$ cat config.mk
export PLATFORM = sky130hd
export DESIGN_NAME = wdtim_top
export DESIGN_NICKNAME = d
export VERILOG_FILES = /design/src/verilog/wdtim_pkg.sv /design/src/verilog/wdtim_top.sv
export SDC_FILE = /design/constraint.sdc
export NUM_CORES = 1
export LEC_CHECK = 0
export BUFFER_PORTS_ARGS = -buffer_cell sky130_fd_sc_hd__buf_2
export CAP_MARGIN = 25
export CORE_ASPECT_RATIO = 1.5
export CORE_MARGIN = 2
export CORE_UTILIZATION = 45
export DETAILED_ROUTE_END_ITERATION = 8
export HOLD_SLACK_MARGIN = 0.12
export PLACE_DENSITY = 0.67
export SLEW_MARGIN = 20
export SYNTH_ARGS = -nofsm -noshare
export SYNTH_HDL_FRONTEND = slang
export SYNTH_SLANG_ARGS = --single-unit
$ cat constraint.sdc
create_clock -name clock_i -period 7.8 [get_ports clock_i]
set_clock_uncertainty 0.1 [all_clocks]
set_input_delay 1.56 -clock clock_i [delete_from_list [all_inputs] [get_ports clock_i]]
set_output_delay 1.56 -clock clock_i [all_outputs]
set_load 0.005 [all_outputs]
$ cat src/verilog/wdtim_pkg.sv
// constants, field layout and bus carrier for the watchdog interval timer
package wdtim_pkg;
	// read byte addresses (low 20 bits)
	localparam logic [19:0] ADDR_CTRL_RD = 20'hfff8c;
	localparam logic [19:0] ADDR_COUNT_RD = 20'hfff8d;
	localparam logic [19:0] ADDR_RSTAT_RD = 20'hfff8f;
	// word write addresses
	localparam logic [19:0] ADDR_CNTCTL_WR = 20'hfff8c;
	localparam logic [19:0] ADDR_RSTAT_WR = 20'hfff8e;
	// passwords carried in the high byte, clear data in the low byte
	localparam logic [7:0] PASS_COUNT = 8'h5a;
	localparam logic [7:0] PASS_CTRL = 8'ha5;
	localparam logic [7:0] PASS_RST_CLR = 8'ha5;
	localparam logic [7:0] PASS_RST_OE = 8'h5a;
	localparam logic [7:0] RST_CLR_DATA = 8'h00;
	// control register fields
	localparam int CTRL_WRAP_BIT = 7;
	localparam int CTRL_MODE_BIT = 6;
	localparam int CTRL_RUN_BIT = 5;
	localparam logic [7:0] CTRL_FIXED_ONES = 8'h18;
	localparam logic [7:0] CTRL_RESET = 8'h18;
	// reset status register fields, counter reset and maximum
	localparam int RSTAT_FLAG_BIT = 7;
	localparam int RSTAT_OE_BIT = 6;
	localparam logic [7:0] RSTAT_FIXED_ONES = 8'h3f;
	localparam logic [7:0] RSTAT_RESET = 8'h3f;
	localparam logic [7:0] COUNT_RESET = 8'h00;
	localparam logic [7:0] COUNT_MAX = 8'hff;
	// prescaler and internal reset length
	localparam int PRESC_W = 12;
	localparam int CHIP_RESET_STATES = 518;
	localparam logic [9:0] CHIP_RESET_CYCLES = 10'(CHIP_RESET_STATES);
	// bus access from the cpu side
	typedef struct packed {
		logic wr_word;
		logic wr_byte;
		logic rd_byte;
		logic t3;
		logic [19:0] addr;
		logic [15:0] wdata;
	} wdtim_bus_t;
endpackage : wdtim_pkg

$ cat src/verilog/wdtim_top.sv
// watchdog and interval timer with password-protected registers
`timescale 1ns/1ps
module wdtim_top (
	// clock and resets
	input wire logic clock_i,
	input wire logic rst_n_i,
	input wire logic standby_i,
	// cpu access
	input wire wdtim_pkg::wdtim_bus_t bus_i,
	output logic [7:0] rdata_o,
	// events
	output logic interval_wrap_irq_o,
	output logic chip_reset_o,
	output logic reset_output_enable_o
);
	import wdtim_pkg::*;

	logic [PRESC_W-1:0] presc_reg;
	logic [PRESC_W-1:0] presc_next;
	logic [7:0] watchdog_count_reg;
	logic [2:0] clock_select_field_reg;
	logic timer_mode_select_reg;
	logic count_run_enable_reg;
	logic count_wrap_flag_reg;
	logic watchdog_reset_flag_reg;
	logic reset_output_enable_reg;
	logic wrap_seen_one_reg;
	logic watchdog_reset_flag_seen_one_reg;
	logic [9:0] chip_rst_cnt_reg;
	logic tick;
	logic wrap;
	logic wd_fire;
	logic int_rst;
	logic wr_count;
	logic wr_ctrl;
	logic wr_rst_clr;
	logic wr_rst_oe;
	logic rd_ctrl;
	logic rd_rstat;
	logic [7:0] ctrl_view;
	logic [7:0] rstat_view;

	// returns one on the rising edge of the prescaler bit that gives the chosen rate
	function automatic logic tap_edge(input logic [2:0] sel,
			input logic [PRESC_W-1:0] cur, input logic [PRESC_W-1:0] nxt);
		int idx;
		idx = 0;
		unique case (sel)
			3'h0: idx = 0;
			3'h1: idx = 4;
			3'h2: idx = 5;
			3'h3: idx = 6;
			3'h4: idx = 7;
			3'h5: idx = 8;
			3'h6: idx = 10;
			3'h7: idx = 11;
		endcase
		tap_edge = !cur[idx] && nxt[idx];
	endfunction : tap_edge

	// internal chip reset acts on this block too, except the prescaler, the reset flag and the output enable
	assign int_rst = (chip_rst_cnt_reg != 10'h000);
	assign presc_next = presc_reg + {{(PRESC_W-1){1'b0}}, 1'b1};
	assign tick = count_run_enable_reg && tap_edge(clock_select_field_reg, presc_reg, presc_next);

	assign wr_count = bus_i.wr_word && bus_i.addr == ADDR_CNTCTL_WR
		&& bus_i.wdata[15:8] == PASS_COUNT;
	assign wr_ctrl = bus_i.wr_word && bus_i.addr == ADDR_CNTCTL_WR
		&& bus_i.wdata[15:8] == PASS_CTRL;
	assign wr_rst_clr = bus_i.wr_word && bus_i.addr == ADDR_RSTAT_WR
		&& bus_i.wdata[15:8] == PASS_RST_CLR && bus_i.wdata[7:0] == RST_CLR_DATA;
	assign wr_rst_oe = bus_i.wr_word && bus_i.addr == ADDR_RSTAT_WR
		&& bus_i.wdata[15:8] == PASS_RST_OE;
	assign rd_ctrl = bus_i.rd_byte && bus_i.addr == ADDR_CTRL_RD;
	assign rd_rstat = bus_i.rd_byte && bus_i.addr == ADDR_RSTAT_RD;

	// wrap on the tick that leaves all ones (a count write with t3 suppresses it)
	assign wrap = tick && watchdog_count_reg == COUNT_MAX && !(wr_count && bus_i.t3);
	// watchdog fire needs mode and run enable
	assign wd_fire = wrap && timer_mode_select_reg && count_run_enable_reg;

	assign ctrl_view = CTRL_FIXED_ONES | {count_wrap_flag_reg, timer_mode_select_reg,
		count_run_enable_reg, 2'b00, clock_select_field_reg};
	assign rstat_view = RSTAT_FIXED_ONES | {watchdog_reset_flag_reg, reset_output_enable_reg, 6'h00};

	always_ff @(posedge clock_i) begin
		if (!rst_n_i) begin
			presc_reg <= '0;
		end else begin
			presc_reg <= presc_next;
		end
	end

	// counter
	always_ff @(posedge clock_i) begin
		if (!rst_n_i || int_rst || standby_i) begin
			watchdog_count_reg <= COUNT_RESET;
		end else if (wr_count) begin
			watchdog_count_reg <= bus_i.wdata[7:0];
		end else if (!count_run_enable_reg) begin
			watchdog_count_reg <= COUNT_RESET;
		end else if (tick) begin
			watchdog_count_reg <= watchdog_count_reg + 8'h01;
		end
	end

	// control bits 6 and 5
	always_ff @(posedge clock_i) begin
		if (!rst_n_i || int_rst || standby_i) begin
			timer_mode_select_reg <= CTRL_RESET[CTRL_MODE_BIT];
			count_run_enable_reg <= CTRL_RESET[CTRL_RUN_BIT];
		end else if (wr_ctrl) begin
			timer_mode_select_reg <= bus_i.wdata[CTRL_MODE_BIT];
			count_run_enable_reg <= bus_i.wdata[CTRL_RUN_BIT];
		end
	end

	// clock select keeps its value through standby
	always_ff @(posedge clock_i) begin
		if (!rst_n_i || int_rst) begin
			clock_select_field_reg <= CTRL_RESET[2:0];
		end else if (wr_ctrl) begin
			clock_select_field_reg <= bus_i.wdata[2:0];
		end
	end

	// wrap flag with read-one-then-write-zero clearing
	always_ff @(posedge clock_i) begin
		if (!rst_n_i || int_rst || standby_i) begin
			count_wrap_flag_reg <= 1'b0;
			wrap_seen_one_reg <= 1'b0;
		end else if (wrap) begin
			// set wins over a clear in the same cycle
			count_wrap_flag_reg <= 1'b1;
		end else begin
			if (rd_ctrl && count_wrap_flag_reg) begin
				wrap_seen_one_reg <= 1'b1;
			end
			// clear after read of one; writing one does nothing
			if (wr_ctrl && !bus_i.wdata[CTRL_WRAP_BIT] && wrap_seen_one_reg) begin
				count_wrap_flag_reg <= 1'b0;
				wrap_seen_one_reg <= 1'b0;
			end
		end
	end

	// reset flag survives the internal reset, only the pin or the password clear clears it
	always_ff @(posedge clock_i) begin
		if (!rst_n_i) begin
			watchdog_reset_flag_reg <= RSTAT_RESET[RSTAT_FLAG_BIT];
			watchdog_reset_flag_seen_one_reg <= 1'b0;
			reset_output_enable_reg <= RSTAT_RESET[RSTAT_OE_BIT];
		end else begin
			if (wd_fire && !int_rst) begin
				watchdog_reset_flag_reg <= 1'b1;
			end else begin
				if (rd_rstat && watchdog_reset_flag_reg) begin
					watchdog_reset_flag_seen_one_reg <= 1'b1;
				end
				// password clear after read of one
				if (wr_rst_clr && watchdog_reset_flag_seen_one_reg) begin
					watchdog_reset_flag_reg <= 1'b0;
					watchdog_reset_flag_seen_one_reg <= 1'b0;
				end
			end
			if (wr_rst_oe) begin
				reset_output_enable_reg <= bus_i.wdata[RSTAT_OE_BIT];
			end
		end
	end

	// internal chip reset stretch
	always_ff @(posedge clock_i) begin
		if (!rst_n_i) begin
			chip_rst_cnt_reg <= 10'h000;
		end else if (wd_fire && !int_rst) begin
			chip_rst_cnt_reg <= CHIP_RESET_CYCLES;
		end else if (int_rst) begin
			chip_rst_cnt_reg <= chip_rst_cnt_reg - 10'h001;
		end
	end

	// registered outputs
	always_ff @(posedge clock_i) begin
		if (!rst_n_i) begin
			chip_reset_o <= 1'b0;
			interval_wrap_irq_o <= 1'b0;
			reset_output_enable_o <= 1'b0;
			rdata_o <= 8'h00;
		end else begin
			chip_reset_o <= (wd_fire && !int_rst) || chip_rst_cnt_reg > 10'h001;
			// irq follows the wrap flag in interval mode
			interval_wrap_irq_o <= (count_wrap_flag_reg || wrap) && !timer_mode_select_reg
				&& !int_rst;
			reset_output_enable_o <= reset_output_enable_reg;
			if (rd_ctrl) begin
				rdata_o <= ctrl_view;
			end else if (bus_i.rd_byte && bus_i.addr == ADDR_COUNT_RD) begin
				rdata_o <= watchdog_count_reg;
			end else if (rd_rstat) begin
				rdata_o <= rstat_view;
			end else begin
				rdata_o <= 8'h00;
			end
		end
	end
endmodule : wdtim_top

=== Word level (Yosys, flattened, before mapping) ===
Memory sizes are Yosys's and may differ from the RTL's. A register that Yosys moved wholly into a read port is not among the register bits.
Cells that the tools add are included.

* Reductions and logical operators: 45
* Bitwise gates (word level): 3
* Eq/ne operators: 8
* Shift-type cells: 0
* Muxes and demuxes: 24
* $mul: 0
* Add/sub/neg operators: 3
* Div/mod/pow operators: 0
* Magnitude comparators: 2

{| class="wikitable"
|+ Operators with widths
! operator !! count
|-
| $eq 20x20->1 const B || 4
|-
| $mux 8 || 6
|-
| $lt 32x6->1 const B || 1
|-
| $logic_and 1x1->1 || 25
|-
| $mux 10 || 2
|-
| $eq 8x8->1 const B || 2
|-
| $add 12x1->12 const B || 1
|-
| $mux 1 || 12
|-
| $gt 10x1->1 const B || 1
|-
| $reduce_bool 10->1 || 1
|-
| $reduce_bool 2->1 || 5
|-
| $sub 10x1->10 const B || 1
|-
| $add 8x1->8 const B || 1
|-
| $bmux 1 s4 || 2
|-
| $eq 8x7->1 const B || 1
|-
| $logic_not 8->1 || 1
|-
| $logic_not 1->1 || 6
|-
| $mux 3 || 2
|-
| $logic_or 1x1->1 || 4
|-
| $reduce_and 2->1 || 2
|-
| $ne 3x1->1 const B || 1
|-
| $not 1->1 || 3
|-
| $reduce_or 2->1 || 1
|}

* Memory bits (writable): 0
* Bits in read-only memories: 32
* Register bits: 51
* Latch bits: 0
* Word-level logic and storage cells: 102
* Output and inout port bits: 11
* Input bits: 43
* Memories kept: 1

{| class="wikitable"
|+ Memory list
! memory !! words !! bits a word !! read ports !! clocked after memory_dff !! write ports !! RTL line !! text
|-
| (no name shown) || 8 || 4 || 1 || 1 || 0 || wdtim_top.sv:48 || <nowiki>unique case (sel)</nowiki>
|}

=== Longest topological paths before layout ===
* Word-level depth: 13
* Mapped depth: 10
* Mapped depth without buffers: 10

=== Worst setup path before layout ===
Ideal clock, no wire load.

* Path type: input to register
* From: input bus_i[20] in the netlist's numbering
* To: register with a tool-made name
* Data required time: 7.613 ns
* Path buffers: 0
* Arrival time: 3.791 ns
* Setup slack: 3.822 ns
* Setup time: 0.087 ns
* Stages: 9
* Path through: nand4bb_1 or4_1 or4_1 nor3_4 mux2i_1 nor2_1 inv_1 ha_1 o31ai_1

{| class="wikitable"
|+ RTL lines
! item !! RTL line !! text
|-
| start, declared || wdtim_top.sv:9 || <nowiki>input wire wdtim_pkg::wdtim_bus_t bus_i,</nowiki>
|}

==> flow_metrics.py <==
metrics = {
    "pwr": {
        "power_switching_uw": 214.1,
        "pwr-share-clk": 0.283,
        "switching_share": 0.3096,
        "cellPowerDensity_nw_per_um2": 212.6,
        "p_int_uw": 477.4,
        "ir_drop_uv": 104.5,
        "seqPwrFrac": 0.467,
        "power_frac_comb": 0.249,
        "p_leak_nw": 1.212,
        "total_power_uw": 691.5,
    },
    "logic_synthesis": {
        "yosysMostFrequentCell": "dfxtp_1",
        "synthFlopType": "dfxtp_1",
        "synth.cell_area_um2": 2819,
        "synthCells": 313,
        "syn-mean-instance-area_um2": 9.006,
        "synthTopCellsByArea": "dfxtp_1 39%, nor2_1 5.2%, mux2i_1 4.6%",
        "synth_seq_area_share": 0.3906,
        "synth_seq_cells": 55,
        "synth_top_area_share": 0.3906,
        "yosysTopAreaCell": "dfxtp_1",
        "synthArstFlopShare": 0,
        "synth_common_cells": "55 x dfxtp_1, 39 x nor2_1, 18 x nand2_1",
        "synthDistinctLibCells": 60,
        "synth_nets": 363,
        "synth_edf_count": 0,
        "yosys_warnings": 0,
    },
    "global_route": {
        "grt_start_max_net_pins": 23,
        "grt_antenna_before_repair": 0,
        "gr-total-overflow": 0,
        "grt_usage": 0.1910,
        "grt_pass1_vias": 2307,
        "grt_pass1_wl_um": 10380,
    },
    "sta": {
        "fmax_ghz": 0.2491,
        "fin_crit_ns": 4.015,
        "slew-limit-headroom": 0.5331,
        "fin_crit_sh": 0.5147,
        "tightest_slew_ns": 0.6995,
        "setup_tns_ns": 0,
        "hold_viol_final": 0,
        "slew_viol_final": 0,
        "setup_violations": 0,
        "worst_hold_slack_ns": 0.3635,
        "rsz0062_at_grt": "no",
    },
    "critical_path": {
        "endpoint_kind": "register",
        "cp_data_arrival_time_ns": 4.15,
        "crit_type": "in2reg",
        "cp_data_required_time_ns": 7.93,
        "reg2reg_slack_ns": 4.74,
        "cp_max_fo": 6,
        "cp_slowest_cell": "or4_1",
        "crit_chain": "buf_2 > nand4bb_1 > or4_1 > or4_1 > nor3_4 > mux2i_1 > nor2_1 > inv_1 > ha_1 > o31ai_1",
        "crit_buf_inv": 2,
        "slowest_delay_ns": 0.50,
        "crit_path_frequent_cell": "or4_1",
        "cp_top_family": "simple AND/OR/NAND/NOR gates",
        "cp-start-kind": "input pin",
    },
    "layout": {
        "antennaDiodeCount": 0,
        "largest_reg_flops": 12,
        "fill_cells": 578,
        "fin_nets": 414,
        "syn2layout_area_growth_pct": 15.36,
        "fin_cells": 439,
        "drive_gt1_frac": 0.2055,
    },
    "clock_network": {
        "h-tree-depth": 2,
        "cts.repair.resized": 0,
        "cts_setup_buffers": 0,
        "clk_pin_slew_ns": 0.11,
        "cts-root-buf": "clkbuf_8",
        "cts_sinks": 55,
        "cts_tree": "yes",
        "cts_inserted_buffers": 5,
        "cts-hold-fix-buffers": 0,
        "insertion_delay_ns": 0.31,
        "cts.path.max_buffers": 2,
    },
    "die": {
        "die_area_um2": 6927,
        "row_count": 35,
        "die_y_um": 100.9,
        "initial_utilization": 0.4631,
        "die_width_um": 68.63,
        "ios": 54,
        "core-area_um2": 6087,
    },
    "route": {
        "drt.antenna.violating_nets": 0,
        "drc_errors": 0,
        "dr.pass1.iters": 4,
        "wl_um": 6375,
        "viasPerCell": 5.765,
        "detail_route.iter0.violations": 113,
        "num_vias": 2531,
        "wire_per_inst_um": 14.52,
    },
    "run_status": {
        "status": "finished clean",
    },
    "place": {
        "dpl.hpwl_um": 4853,
        "routabilityCongestion": 0.8514,
        "placed_cells": 431,
        "io_buffers": 52,
    },
    "flow_run": {
        "max-cap-violations": 0,
    },
    "min_path": {
        "hp-class": "reg2reg",
    },
}
stage by stage:
stage | util | setup slack (ns) | instance area [um2]
after global placement | 0.5151 | 3.456 | 3136
after detailed placement | 0.5151 | 3.431 | 3136
final | 0.5342 | 3.785 | 3252
after CTS | 0.5342 | 3.759 | 3252
after global routing | 0.5342 | 3.619 | 3252
after floorplan | - | 3.822 | 2819
power by group through the flow:
stage	combinational, mW	sequential, mW	clock [mW]
floorplan	0.131	0.326	0
CTS	0.172	0.323	0.202
global route	0.193	0.326	0.212
global placement	0.167	0.329	0
detailed placement	0.170	0.330	0
finish	0.172	0.323	0.196
path summary, 6_finish.rpt:
path                        startpoint            to  cells past startpoint
max                          bus_i[20]      register                     10
min          clock_select_field_reg[0]    rdata_o[0]                      2
max reg2reg               presc_reg[0]  chip_reset_o                      8
min reg2reg  clock_select_field_reg[0]    rdata_o[0]                      2
layout make-up:
cell class,count,area [um2],share of cell area
Multi-Input combinational cell,239,1640,0.5044
Sequential cell,55,1101,0.3386
Timing Repair Buffer,52,260.3,0.08003
Tap cell,74,92.59,0.02847
Clock buffer,5,68.82,0.02116
Clock inverter,3,47.55,0.01462
Inverter,11,41.29,0.01270
cell usage in the layout, fill, tap and decap left out, types with 7 or more instances in the layout:
| master | n |
|---|---|
| o2bb2ai_1 | 8 |
| ha_1 | 7 |
| a21oi_1 | 15 |
| nand2_1 | 18 |
| buf_2 | 52 |
| nand4_1 | 14 |
| nand3_1 | 10 |
| mux2i_1 | 13 |
| dfxtp_1 | 55 |
| xor2_1 | 14 |
| inv_1 | 11 |
| o21ai_0 | 10 |
| nor2_1 | 39 |
| nor3_1 | 7 |
layer usage:
layer | track usage | vias to the layer above | share of wire
met5 | 0 | - | 0
met4 | 0.05692 | 0 | 0.014
met3 | 0.02905 | 8 | 0.039
met2 | 0.3425 | 70 | 0.52
met1 | 0.2263 | 1196 | 0.43
li1 | - | 1257 | -
worst reg2reg max path, delay by kind of cell, from the launching register on:
| family | cells | cell delay, ns |
|---|---|---|
| compound gates | 3 | 0.67 |
| simple gates | 4 | 1.36 |
| flops | 1 | 0.52 |
| fa+ha+maj | 1 | 0.34 |
cell families (layout without fill, tap and decap cells):
group / count (synthesis) / count (layout) / synth area share
buf+inv: 19 / 71 / 0.02752
xor+xnor: 20 / 20 / 0.06214
simple gates: 139 / 139 / 0.2801
fa+ha+maj: 7 / 7 / 0.03107
compound gates: 58 / 58 / 0.1505
flops: 55 / 55 / 0.3906
mux: 15 / 15 / 0.05814
Note: power is estimated with default switching activity, not from simulation.
